<file path="src/rtl/spopc_regs.vh">
// constants for the special-operations panel and program control block
// assumes instruction bit 0 is the msb of the 64-bit word
`ifndef SPOPC_REGS_VH
`define SPOPC_REGS_VH

// instruction word fields, lsb-based positions
`define SPOPC_GRP_HI 63
`define SPOPC_GRP_LO 61
`define SPOPC_GRP_SPECIAL 3'h1
`define SPOPC_SEL_HI 57
`define SPOPC_SEL_LO 54
`define SPOPC_SUB_HI 53
`define SPOPC_SUB_LO 50
`define SPOPC_IMM_HI 15
`define SPOPC_IMM_LO 0

// special selector codes
`define SPOPC_SEL_PANEL 4'h1
`define SPOPC_SEL_JUMP 4'h8
`define SPOPC_SEL_EVEN 4'h9
`define SPOPC_SEL_ODD 4'ha
`define SPOPC_SEL_HALF 4'hb
`define SPOPC_SEL_EXIT 4'hc

// pad bus word: exponent, mantissa high (00-11), mantissa low (12-27)
`define SPOPC_EXP_HI 37
`define SPOPC_EXP_LO 28
`define SPOPC_MH_HI 27
`define SPOPC_MH_LO 16
`define SPOPC_ML_HI 15
`define SPOPC_ML_LO 0

// program word: quarter 0 holds bits 00-15, i.e. the top lsb-based lane
`define SPOPC_Q_WIDTH 16
`define SPOPC_LH_LO 32
`define SPOPC_FP_HI 37

// partial-write restriction codes
`define SPOPC_RESTRICT_NONE 2'h0
`define SPOPC_RESTRICT_EXP 2'h1
`define SPOPC_RESTRICT_HIGH 2'h2
`define SPOPC_RESTRICT_LOW 2'h3

// apb register offsets and reset values
`define SPOPC_OFF_CTRL 12'h000
`define SPOPC_OFF_STATUS 12'h004
`define SPOPC_OFF_PANEL 12'h008
`define SPOPC_OFF_STACK 12'h00c
`define SPOPC_CTRL_RESET 32'h00000001
`define SPOPC_CTRL_RUN 0
`define SPOPC_PSA_RESET 16'h0000
`define SPOPC_SP_RESET 4'h0
`define SPOPC_LIGHTS_RESET 16'h0000

`endif

</file>
<file path="src/rtl/spopc_ret_stack.v">
// return-address stack of sixteen entries with a wrapping pointer
// assumes push and set never coincide; the decoder guarantees it
`timescale 1ns/1ps
`include "spopc_regs.vh"
module spopc_ret_stack (
    input wire clk,
    input wire rstn,
    input wire push,
    input wire set,
    input wire [15:0] push_data,
    input wire [15:0] set_data,
    output reg [3:0] pointer,
    output wire [15:0] top
);
    reg [15:0] entry [0:15];
    wire [3:0] next_pointer;

    assign next_pointer = pointer + 4'h1;
    assign top = entry[pointer];

    // entries hold no reset; software must not trust them before a call
    always @(posedge clk) begin
        if (push) begin
            entry[next_pointer] <= push_data;
        end else if (set) begin
            entry[pointer] <= set_data;
        end
    end

    // pointer moves only on calls
    always @(posedge clk or negedge rstn) begin
        if (!rstn) begin
            pointer <= `SPOPC_SP_RESET;
        end else if (push) begin
            pointer <= next_pointer;
        end
    end
endmodule // spopc_ret_stack

</file>
<file path="src/rtl/spopc_pm_lane.v">
// lane steering between program words and the panel and pad buses
// assumes 64-bit program words, bit 00 at the msb
`timescale 1ns/1ps
`include "spopc_regs.vh"
module spopc_pm_lane (
    input wire half,
    input wire [1:0] quarter,
    input wire right,
    input wire [15:0] switch_data,
    input wire [37:0] pad_data,
    input wire [63:0] rdata,
    output wire [63:0] wdata,
    output wire [63:0] wmask,
    output wire [15:0] quarter_data,
    output wire [37:0] half_data
);
    wire [5:0] qshift;
    wire [63:0] qmask;
    wire [63:0] hmask;

    // quarter 0 is bits 00-15, quarter 3 bits 48-63
    assign qshift = {2'h3 - quarter, 4'h0};
    assign qmask = {48'h0, 16'hffff} << qshift;
    assign hmask = right ? 64'h00000000ffffffff : 64'hffffffff00000000;
    assign wmask = half ? hmask : qmask;
    assign wdata = half ? {pad_data[37:6], pad_data[31:0]}
                        : ({48'h0, switch_data} << qshift);
    assign quarter_data = rdata[qshift +: `SPOPC_Q_WIDTH];
    // left half sits on the top of the pad word; literal is bits 26-63
    assign half_data = right ? rdata[`SPOPC_FP_HI:0]
                             : {rdata[63:`SPOPC_LH_LO], 6'h0};
endmodule // spopc_pm_lane

</file>
<file path="src/rtl/spopc_top.v">
// special-operations decoder: panel transfers, program address control,
// program-memory quarter and half transfers, exit setting
// assumes the control unit holds INSTR stable while ISSUE_HOLD is high
// and that program memory reads asynchronously from PM_ADDR
//
// Chosen here: the address map and the APB register port.
`timescale 1ns/1ps
`include "spopc_regs.vh"
module spopc_top (
    input wire CORE_CLK,
    input wire RSTN,
    input wire PSEL,
    input wire PENABLE,
    input wire PWRITE,
    input wire [11:0] PADDR,
    input wire [31:0] PWDATA,
    output reg [31:0] PRDATA,
    output wire PREADY,
    output wire PSLVERR,
    input wire [63:0] INSTR,
    input wire INSTR_VALID,
    output wire ISSUE_HOLD,
    output wire TEST_INHIBIT,
    input wire [15:0] SWITCH_REGISTER,
    input wire [15:0] TABLE_MEMORY_ADDRESS,
    output reg [15:0] PANEL_BUS,
    output reg [15:0] PANEL_LIGHTS,
    input wire [37:0] PAD_BUS_IN,
    output reg [37:0] PAD_BUS_OUT,
    output reg PAD_BUS_OE,
    output reg [1:0] WRITE_RESTRICT,
    output wire [37:0] PAD_WRITE_MASK,
    output reg [15:0] PROGRAM_ADDRESS,
    output wire [3:0] RETURN_STACK_POINTER,
    output reg [15:0] PM_ADDR,
    output reg PM_RD,
    output reg PM_WR,
    output reg [63:0] PM_WDATA,
    output reg [63:0] PM_WMASK,
    input wire [63:0] PM_RDATA
);
    localparam ST_IDLE = 1'b0;
    localparam ST_XFER = 1'b1;

    reg state;
    reg next_state;
    reg [31:0] ctrl;
    reg [15:0] target;
    reg [15:0] next_lights;
    reg lights_load;

    wire [2:0] group;
    wire [3:0] special_selector;
    wire [3:0] sub;
    wire [15:0] imm;
    wire run;
    wire active;
    wire panel_op_field;
    wire program_address_field;
    wire even_quarter_field;
    wire odd_quarter_field;
    wire half_word_field;
    wire exit_set_field;
    wire quarter_op;
    wire pm_op;
    wire accept;
    wire jump;
    wire call;
    wire exit_set;
    wire [15:0] exit_value;
    wire [15:0] pm_target;
    wire [15:0] stack_top;
    wire [63:0] lane_wdata;
    wire [63:0] lane_wmask;
    wire [15:0] quarter_data;
    wire [37:0] half_data;
    wire apb_setup;
    wire apb_write;
    wire mapped;

    // address source: immediate, immediate plus program address,
    // table memory address, or the fourth source given by the caller
    function [15:0] addr_src;
        input [1:0] src;
        input [15:0] value;
        input [15:0] program_address;
        input [15:0] table_memory_address;
        input [15:0] alt;
        begin
            case (src)
                2'h0: addr_src = value;
                2'h1: addr_src = value + program_address;
                2'h2: addr_src = table_memory_address;
                default: addr_src = alt;
            endcase
        end
    endfunction

    // which pad bits a restricted write may touch
    function [37:0] restrict_mask;
        input [1:0] code;
        begin
            case (code)
                `SPOPC_RESTRICT_EXP: restrict_mask = {10'h3ff, 28'h0};
                `SPOPC_RESTRICT_HIGH: restrict_mask = {10'h0, 12'hfff, 16'h0};
                `SPOPC_RESTRICT_LOW: restrict_mask = {22'h0, 16'hffff};
                default: restrict_mask = {38{1'b1}};
            endcase
        end
    endfunction

    // instruction field decode
    assign group = INSTR[`SPOPC_GRP_HI:`SPOPC_GRP_LO];
    assign special_selector = INSTR[`SPOPC_SEL_HI:`SPOPC_SEL_LO];
    assign sub = INSTR[`SPOPC_SUB_HI:`SPOPC_SUB_LO];
    assign imm = INSTR[`SPOPC_IMM_HI:`SPOPC_IMM_LO];
    assign run = ctrl[`SPOPC_CTRL_RUN];
    assign active = INSTR_VALID & run & (group == `SPOPC_GRP_SPECIAL);

    assign panel_op_field = active & (special_selector == `SPOPC_SEL_PANEL);
    assign program_address_field = active & (special_selector == `SPOPC_SEL_JUMP);
    assign even_quarter_field = active & (special_selector == `SPOPC_SEL_EVEN);
    assign odd_quarter_field = active & (special_selector == `SPOPC_SEL_ODD);
    assign half_word_field = active & (special_selector == `SPOPC_SEL_HALF);
    assign exit_set_field = active & (special_selector == `SPOPC_SEL_EXIT);

    // no-load stays with the condition logic outside this block
    assign TEST_INHIBIT = program_address_field;

    // quarter codes 6, 7, 16, 17 are holes
    assign quarter_op = (even_quarter_field | odd_quarter_field)
                        & ~(sub[2] & sub[1]);
    assign pm_op = quarter_op | half_word_field;

    // first cycle holds issue, second cycle completes and retires
    assign ISSUE_HOLD = pm_op & (state == ST_IDLE);
    assign accept = INSTR_VALID & ~ISSUE_HOLD;

    // jump codes 10-17 are holes
    assign jump = accept & program_address_field & ~sub[3];
    assign call = jump & sub[0];
    // only odd exit codes below 10 do anything
    assign exit_set = accept & exit_set_field & sub[0] & ~sub[3];
    assign exit_value = addr_src(sub[2:1], imm, PROGRAM_ADDRESS,
                                 TABLE_MEMORY_ADDRESS,
                                 PROGRAM_ADDRESS + 16'h0001);
    // panel bus carries the switch register whenever nothing else drives it
    assign pm_target = addr_src(sub[2:1], imm, PROGRAM_ADDRESS,
                                TABLE_MEMORY_ADDRESS, SWITCH_REGISTER);

    always @* begin
        target = addr_src(sub[2:1], imm, PROGRAM_ADDRESS,
                          TABLE_MEMORY_ADDRESS, SWITCH_REGISTER);
    end

    // stack pointer moves on calls only, never on exit setting
    spopc_ret_stack u_stack (
        .clk(CORE_CLK),
        .rstn(RSTN),
        .push(call),
        .set(exit_set),
        .push_data(PROGRAM_ADDRESS + 16'h0001),
        .set_data(exit_value),
        .pointer(RETURN_STACK_POINTER),
        .top(stack_top)
    );

    spopc_pm_lane u_lane (
        .half(half_word_field),
        .quarter({sub[0], odd_quarter_field}),
        .right(sub[0]),
        .switch_data(SWITCH_REGISTER),
        .pad_data(PAD_BUS_IN),
        .rdata(PM_RDATA),
        .wdata(lane_wdata),
        .wmask(lane_wmask),
        .quarter_data(quarter_data),
        .half_data(half_data)
    );

    // program address: jump target or the next word
    always @(posedge CORE_CLK or negedge RSTN) begin
        if (!RSTN) begin
            PROGRAM_ADDRESS <= `SPOPC_PSA_RESET;
        end else if (jump) begin
            PROGRAM_ADDRESS <= target;
        end else if (accept) begin
            PROGRAM_ADDRESS <= PROGRAM_ADDRESS + 16'h0001;
        end
    end

    // transfer sequencer
    always @* begin
        next_state = state;
        case (state)
            ST_IDLE: begin
                if (pm_op) begin
                    next_state = ST_XFER;
                end
            end
            default: next_state = ST_IDLE;
        endcase
    end

    // memory request is launched from flops at the first edge and
    // stands for exactly the second cycle
    always @(posedge CORE_CLK or negedge RSTN) begin
        if (!RSTN) begin
            state <= ST_IDLE;
            PM_ADDR <= 16'h0000;
            PM_RD <= 1'b0;
            PM_WR <= 1'b0;
            PM_WDATA <= 64'h0;
            PM_WMASK <= 64'h0;
        end else begin
            state <= next_state;
            if (state == ST_IDLE && pm_op) begin
                PM_ADDR <= pm_target;
                PM_RD <= ~sub[3];
                PM_WR <= sub[3];
                PM_WDATA <= lane_wdata;
                PM_WMASK <= lane_wmask;
            end else begin
                PM_RD <= 1'b0;
                PM_WR <= 1'b0;
            end
        end
    end

    // panel bus, pad bus and restriction for the executing instruction
    always @* begin
        PANEL_BUS = SWITCH_REGISTER;
        PAD_BUS_OUT = 38'h0;
        PAD_BUS_OE = 1'b0;
        WRITE_RESTRICT = `SPOPC_RESTRICT_NONE;
        lights_load = 1'b0;
        if (panel_op_field) begin
            case (sub)
                4'h0: lights_load = 1'b1;
                4'h1: begin
                    PANEL_BUS = {6'h0, PAD_BUS_IN[`SPOPC_EXP_HI:`SPOPC_EXP_LO]};
                    lights_load = 1'b1;
                end
                4'h2: begin
                    PANEL_BUS = {4'h0, PAD_BUS_IN[`SPOPC_MH_HI:`SPOPC_MH_LO]};
                    lights_load = 1'b1;
                end
                4'h3: begin
                    PANEL_BUS = PAD_BUS_IN[`SPOPC_ML_HI:`SPOPC_ML_LO];
                    lights_load = 1'b1;
                end
                4'h8: begin
                    PAD_BUS_OUT = {22'h0, SWITCH_REGISTER};
                    PAD_BUS_OE = 1'b1;
                end
                4'h9: begin
                    PAD_BUS_OUT[`SPOPC_EXP_HI:`SPOPC_EXP_LO] = SWITCH_REGISTER[9:0];
                    PAD_BUS_OE = 1'b1;
                    WRITE_RESTRICT = `SPOPC_RESTRICT_EXP;
                end
                4'ha: begin
                    PAD_BUS_OUT[`SPOPC_MH_HI:`SPOPC_MH_LO] = SWITCH_REGISTER[11:0];
                    PAD_BUS_OE = 1'b1;
                    WRITE_RESTRICT = `SPOPC_RESTRICT_HIGH;
                end
                4'hb: begin
                    PAD_BUS_OUT[`SPOPC_ML_HI:`SPOPC_ML_LO] = SWITCH_REGISTER;
                    PAD_BUS_OE = 1'b1;
                    WRITE_RESTRICT = `SPOPC_RESTRICT_LOW;
                end
                default: lights_load = 1'b0;
            endcase
        end else if (state == ST_XFER && PM_RD && quarter_op) begin
            PANEL_BUS = quarter_data;
            lights_load = 1'b1;
        end else if (state == ST_XFER && PM_RD && half_word_field) begin
            PAD_BUS_OUT = half_data;
            PAD_BUS_OE = 1'b1;
        end
    end

    assign PAD_WRITE_MASK = restrict_mask(WRITE_RESTRICT);

    // lights latch the panel bus; hold while issue is stalled
    always @* begin
        next_lights = PANEL_LIGHTS;
        if (lights_load && accept) begin
            next_lights = PANEL_BUS;
        end
    end

    always @(posedge CORE_CLK or negedge RSTN) begin
        if (!RSTN) begin
            PANEL_LIGHTS <= `SPOPC_LIGHTS_RESET;
        end else begin
            PANEL_LIGHTS <= next_lights;
        end
    end

    // apb slave: zero wait states, error on unmapped offsets
    assign apb_setup = PSEL & ~PENABLE;
    assign apb_write = PSEL & PENABLE & PWRITE;
    assign mapped = (PADDR == `SPOPC_OFF_CTRL) | (PADDR == `SPOPC_OFF_STATUS)
                    | (PADDR == `SPOPC_OFF_PANEL) | (PADDR == `SPOPC_OFF_STACK);
    assign PREADY = 1'b1;
    assign PSLVERR = PSEL & PENABLE & ~mapped;

    always @(posedge CORE_CLK or negedge RSTN) begin
        if (!RSTN) begin
            ctrl <= `SPOPC_CTRL_RESET;
        end else if (apb_write && PADDR == `SPOPC_OFF_CTRL) begin
            ctrl <= {31'h0, PWDATA[`SPOPC_CTRL_RUN]};
        end
    end

    // read data is captured in the setup cycle, so it is a flop output
    always @(posedge CORE_CLK or negedge RSTN) begin
        if (!RSTN) begin
            PRDATA <= 32'h0;
        end else if (apb_setup) begin
            if (PADDR == `SPOPC_OFF_CTRL) begin
                PRDATA <= ctrl;
            end else if (PADDR == `SPOPC_OFF_STATUS) begin
                PRDATA <= {11'h0, state, RETURN_STACK_POINTER, PROGRAM_ADDRESS};
            end else if (PADDR == `SPOPC_OFF_PANEL) begin
                PRDATA <= {14'h0, WRITE_RESTRICT, PANEL_LIGHTS};
            end else if (PADDR == `SPOPC_OFF_STACK) begin
                PRDATA <= {16'h0, stack_top};
            end else begin
                PRDATA <= 32'h0;
            end
        end
    end
endmodule // spopc_top

</file>
<file path="config.mk">
export PLATFORM = sky130hd
export DESIGN_NAME = spopc_top
export DESIGN_NICKNAME = d
export VERILOG_FILES = /design/src/rtl/spopc_ret_stack.v /design/src/rtl/spopc_pm_lane.v /design/src/rtl/spopc_top.v
export VERILOG_INCLUDE_DIRS = /design/src /design/src/rtl
export SDC_FILE = /design/constraint.sdc
export NUM_CORES = 1
export LEC_CHECK = 0
export CAP_MARGIN = 20
export CORE_AREA = 2 2 215 217
export CTS_BUF_LIST = sky130_fd_sc_hd__clkbuf_4 sky130_fd_sc_hd__clkbuf_8
export CTS_CLUSTER_DIAMETER = 30
export CTS_CLUSTER_SIZE = 28
export DETAILED_ROUTE_END_ITERATION = 7
export DIE_AREA = 0 0 217 219
export DONT_BUFFER_PORTS = 1
export HOLD_SLACK_MARGIN = 0.03
export PLACE_DENSITY = 0.72
export SLEW_MARGIN = 0
export SYNTH_ARGS = -nofsm -noshare
export SYNTH_HDL_FRONTEND = slang
export SYNTH_SLANG_ARGS = --single-unit
</file>
<file path="constraint.sdc">
create_clock -name CORE_CLK -period 4.11 [get_ports CORE_CLK]
set_input_delay 0.411 -clock CORE_CLK [delete_from_list [all_inputs] [get_ports CORE_CLK]]
set_output_delay 0.411 -clock CORE_CLK [all_outputs]
set_load 0.005 [all_outputs]
</file>
==> reports/metrics.cfg <==
[detailed_routing]
antenna_left = 0
wl_mm = 85.2
wl_per_cell_um = 35.3
vias_per_cell = 6.77
vias = 16300
drt-initial-drc-count = 2598
first_pass_iters = 8
drc = 0

[floorplan]
die-area_um2 = 47500
ios = 561
start_util_pct = 45.4
die_w_um = 217
die_h_um = 219
rows = 78
core_um2 = 45100

[sta]
min_period_ns = 3.99
fmax_mhz = 250
fin_setup_tns_ns = 0
worst_slew_pin_slew_ns = 1.15
relSlewSlack_pct = 23.0
slew_violations = 0
final_hold_viol_count = 0
fin_skew_ns = 0.0561
fin_crit_sh_pct = 97.1
setup-violations-final = 0
hold_ws_ns = 0.0789
rsz0062_at_grt = no

[clocking]
cts_buffers = 76
clockBufferDepth = 3
clock_tree.root_cell = clkbuf_8
clk_pin_slew_ns = 0.08
cts.sinks = 401
cts_tree = done
htree_levels = 3
post_cts_buffers = 0
worstSkewPairLatency_ns = 0.69

[placement]
port_buffers = 0
gp_congestion = 1.02
hpwl_mm = 58.9

[synth]
synth_compound_area_share_pct = 14.3
synthMuxAreaShare_pct = 11.0
syn_inst = 1733
yosys_warnings = 0
avgSynthCellArea_um2 = 11.8
netlist_area_um2 = 20500
synth_cell_type_count = 71
seq_area_frac_synth_pct = 55.2
ys_ff_latch = 401
synth-edff-count = 256
synth-simple-area-share_pct = 10.1
ys.flop_type = edfxtp_1
synthArstFlopShare_pct = 36.2
synth-xor-area-share_pct = 1.20
synthAdderAreaFrac_pct = 1.26
synth_top_family_by_area = compound AO/OA/AOI/OAI gates

[finish]
synthToLayoutAreaGrowth_pct = 13.2
layout_commonest_cell = edfxtp_1
final_cell_mix = edfxtp_1 (256), nor2_1 (197), dfrtp_1 (142), nand2_1 (135), a221oi_1 (94)
final-seq-area_um2 = 11300
drive_gt1_share_pct = 18.5
multiInputGateArea_um2 = 7840
nets = 2005
final.fill_count = 3833

[power_and_ir_drop]
seq_power_share_pct = 45.0
power.switching_mw = 2.75
ir_worst_vdd_mv = 0.312
powerDensity_nw_per_um2 = 431
power_frac_clock_pct = 44.4
p_int_mw = 7.24
p_leak_nw = 8.61
switching_share_pct = 27.6
combPwrFrac_pct = 10.5

[worst_setup_path]
critical_path.max_fanout = 24
worstPathArrival_ns = 3.58
start_kind = flip-flop
reg2reg_to = PM_WDATA[9]
crit_type = flip-flop to output port
worstReg2RegStart = ctrl[0]
cp-end-kind = output port
cp.required_ns = 3.70
r2r_cells = 8
rrSetupSlack_ns = 0.62

[hold_path]
worst_hold_path.num_cells = 3
min-delay-start = INSTR[51]
hold_class = input port to flip-flop
min_to = PM_ADDR[14]

[global_routing]
grt_max_degree = 146
antenna_found_initial = 14
grt_overflow = 0
grt_util_all_layers_pct = 35.2
grt_pass1_wl_mm = 117
grt_pass1_vias = 15400

[flow_run]
cap_violations = 0

[run_status]
status = finished clean

## how the worst max path moves through the flow
stage | startpoint | endpoint | slack (ns) | depth (start not counted)
2_1_floorplan | INSTR[50] | PAD_WRITE_MASK[10] | 1.09 | 9
3_3_place_gp | PROGRAM_ADDRESS[1] | u_stack.entry[12][10] | 0.84 | 10
3_5_place_dp | PROGRAM_ADDRESS[1] | u_stack.entry[12][10] | 0.73 | 10
4_1_cts | ctrl[0] | PANEL_BUS[7] | 0.25 | 6
5_1_grt | ctrl[0] | PANEL_BUS[7] | 0.13 | 6
6_report | ctrl[0] | PANEL_BUS[5] | 0.12 | 5
## per-stage QoR
stage	worst slack [ns]	util (%)	std cells	instance area, um^2	power (mW)
detailed placement	0.728	45.6	2177	20600	5.48
CTS	0.254	51.4	2399	23200	9.96
finish	0.117	51.4	2410	23200	9.99
global placement	0.839	45.6	2177	20600	5.44
floorplan	1.09	-	1743	20500	5.16
global route	0.134	51.4	2406	23200	10.2
## registers in the layout, summed over array words and instances (netlist names)
register,count
PM_WMASK,4
PM_WDATA,64
PM_WR,1
u_stack.entry,256
PRDATA,21
state,1
u_stack.pointer,4
PM_ADDR,16
PANEL_LIGHTS,16
PROGRAM_ADDRESS,16
PM_RD,1
ctrl,1
## synth_stat cells (all sizes together), types with 5 or more instances
cell type | n | area share (%)
a211o | 18 | 0.77
a211oi | 34 | 1.2
a21oi | 82 | 2.0
a221oi | 94 | 4.0
a22oi | 46 | 1.7
a31oi | 13 | 0.40
a32o | 6 | 0.29
and2 | 9 | 0.29
and3 | 8 | 0.24
buf | 141 | 4.8
clkbuf | 101 | 1.9
dfrtp | 144 | 18
edfxtp | 256 | 38
ha | 19 | 1.2
inv | 17 | 0.31
mux2 | 32 | 1.8
mux2i | 38 | 1.9
mux4 | 67 | 7.4
nand2 | 136 | 2.5
nand3 | 21 | 0.51
nand4 | 10 | 0.31
nor2 | 200 | 3.7
nor2b | 27 | 0.82
nor3 | 14 | 0.34
nor3b | 5 | 0.21
nor4 | 9 | 0.27
o211ai | 9 | 0.33
o21ai | 85 | 2.1
o31ai | 5 | 0.18
or4 | 5 | 0.20
xnor2 | 18 | 0.77
xor2 | 10 | 0.43
## power by group through the flow
stage	Sequential (mW)	Clock (mW)	Combinational, mW
6_report	4.50	4.44	1.05
5_1_grt	4.50	4.64	1.11
4_1_cts	4.50	4.45	1.01
3_5_place_dp	4.58	0	0.898
3_3_place_gp	4.58	0	0.862
2_1_floorplan	4.60	0	0.568
## critical path, cell delays in order, from the launching register on
cell      delay (ns)
dfstp_2         0.66
and4bb_2        0.33
nand2_4         0.13
or4_4           0.74
a211oi_1        0.67
a211o_1         0.38
## routing by layer
metal  vias to the layer above  part of all wire [%]  track usage, %
met1                      8124                    35            42.5
li1                       6510                     -               -
met3                       309                    14            14.6
met2                      1357                    44            53.1
met4                         8                   6.5            20.5
met5                         -                 0.055               0
## timing repair
item                      in CTS  in global routing
hold endpoints to repair     219                  0
hold buffers                  82                  0
resized for setup              0                  0
## cell type report
cell class	count	share of cell area [%]
multi-input cells	1083	33.8
inverters	17	0.275
diodes	11	0.119
clock inverters	56	2.56
repair buffers	158	6.24
flip-flops and latches	401	48.8
well taps	600	3.24
clock buffers	84	4.93
## cells by family (layout without fill, tap and decap cells)
family                     Yosys count  count (layout)
and+or+nand+nor                    463             463
other                                2              23
DFF                                401             401
xor gates and xnor gates            28              28
muxes                              137             137
adders and majority gates           20              20
buffers and inverters              259             315
AOI/OAI and AO/OA                  423             423
Note: power is estimated with default switching activity, not from simulation.
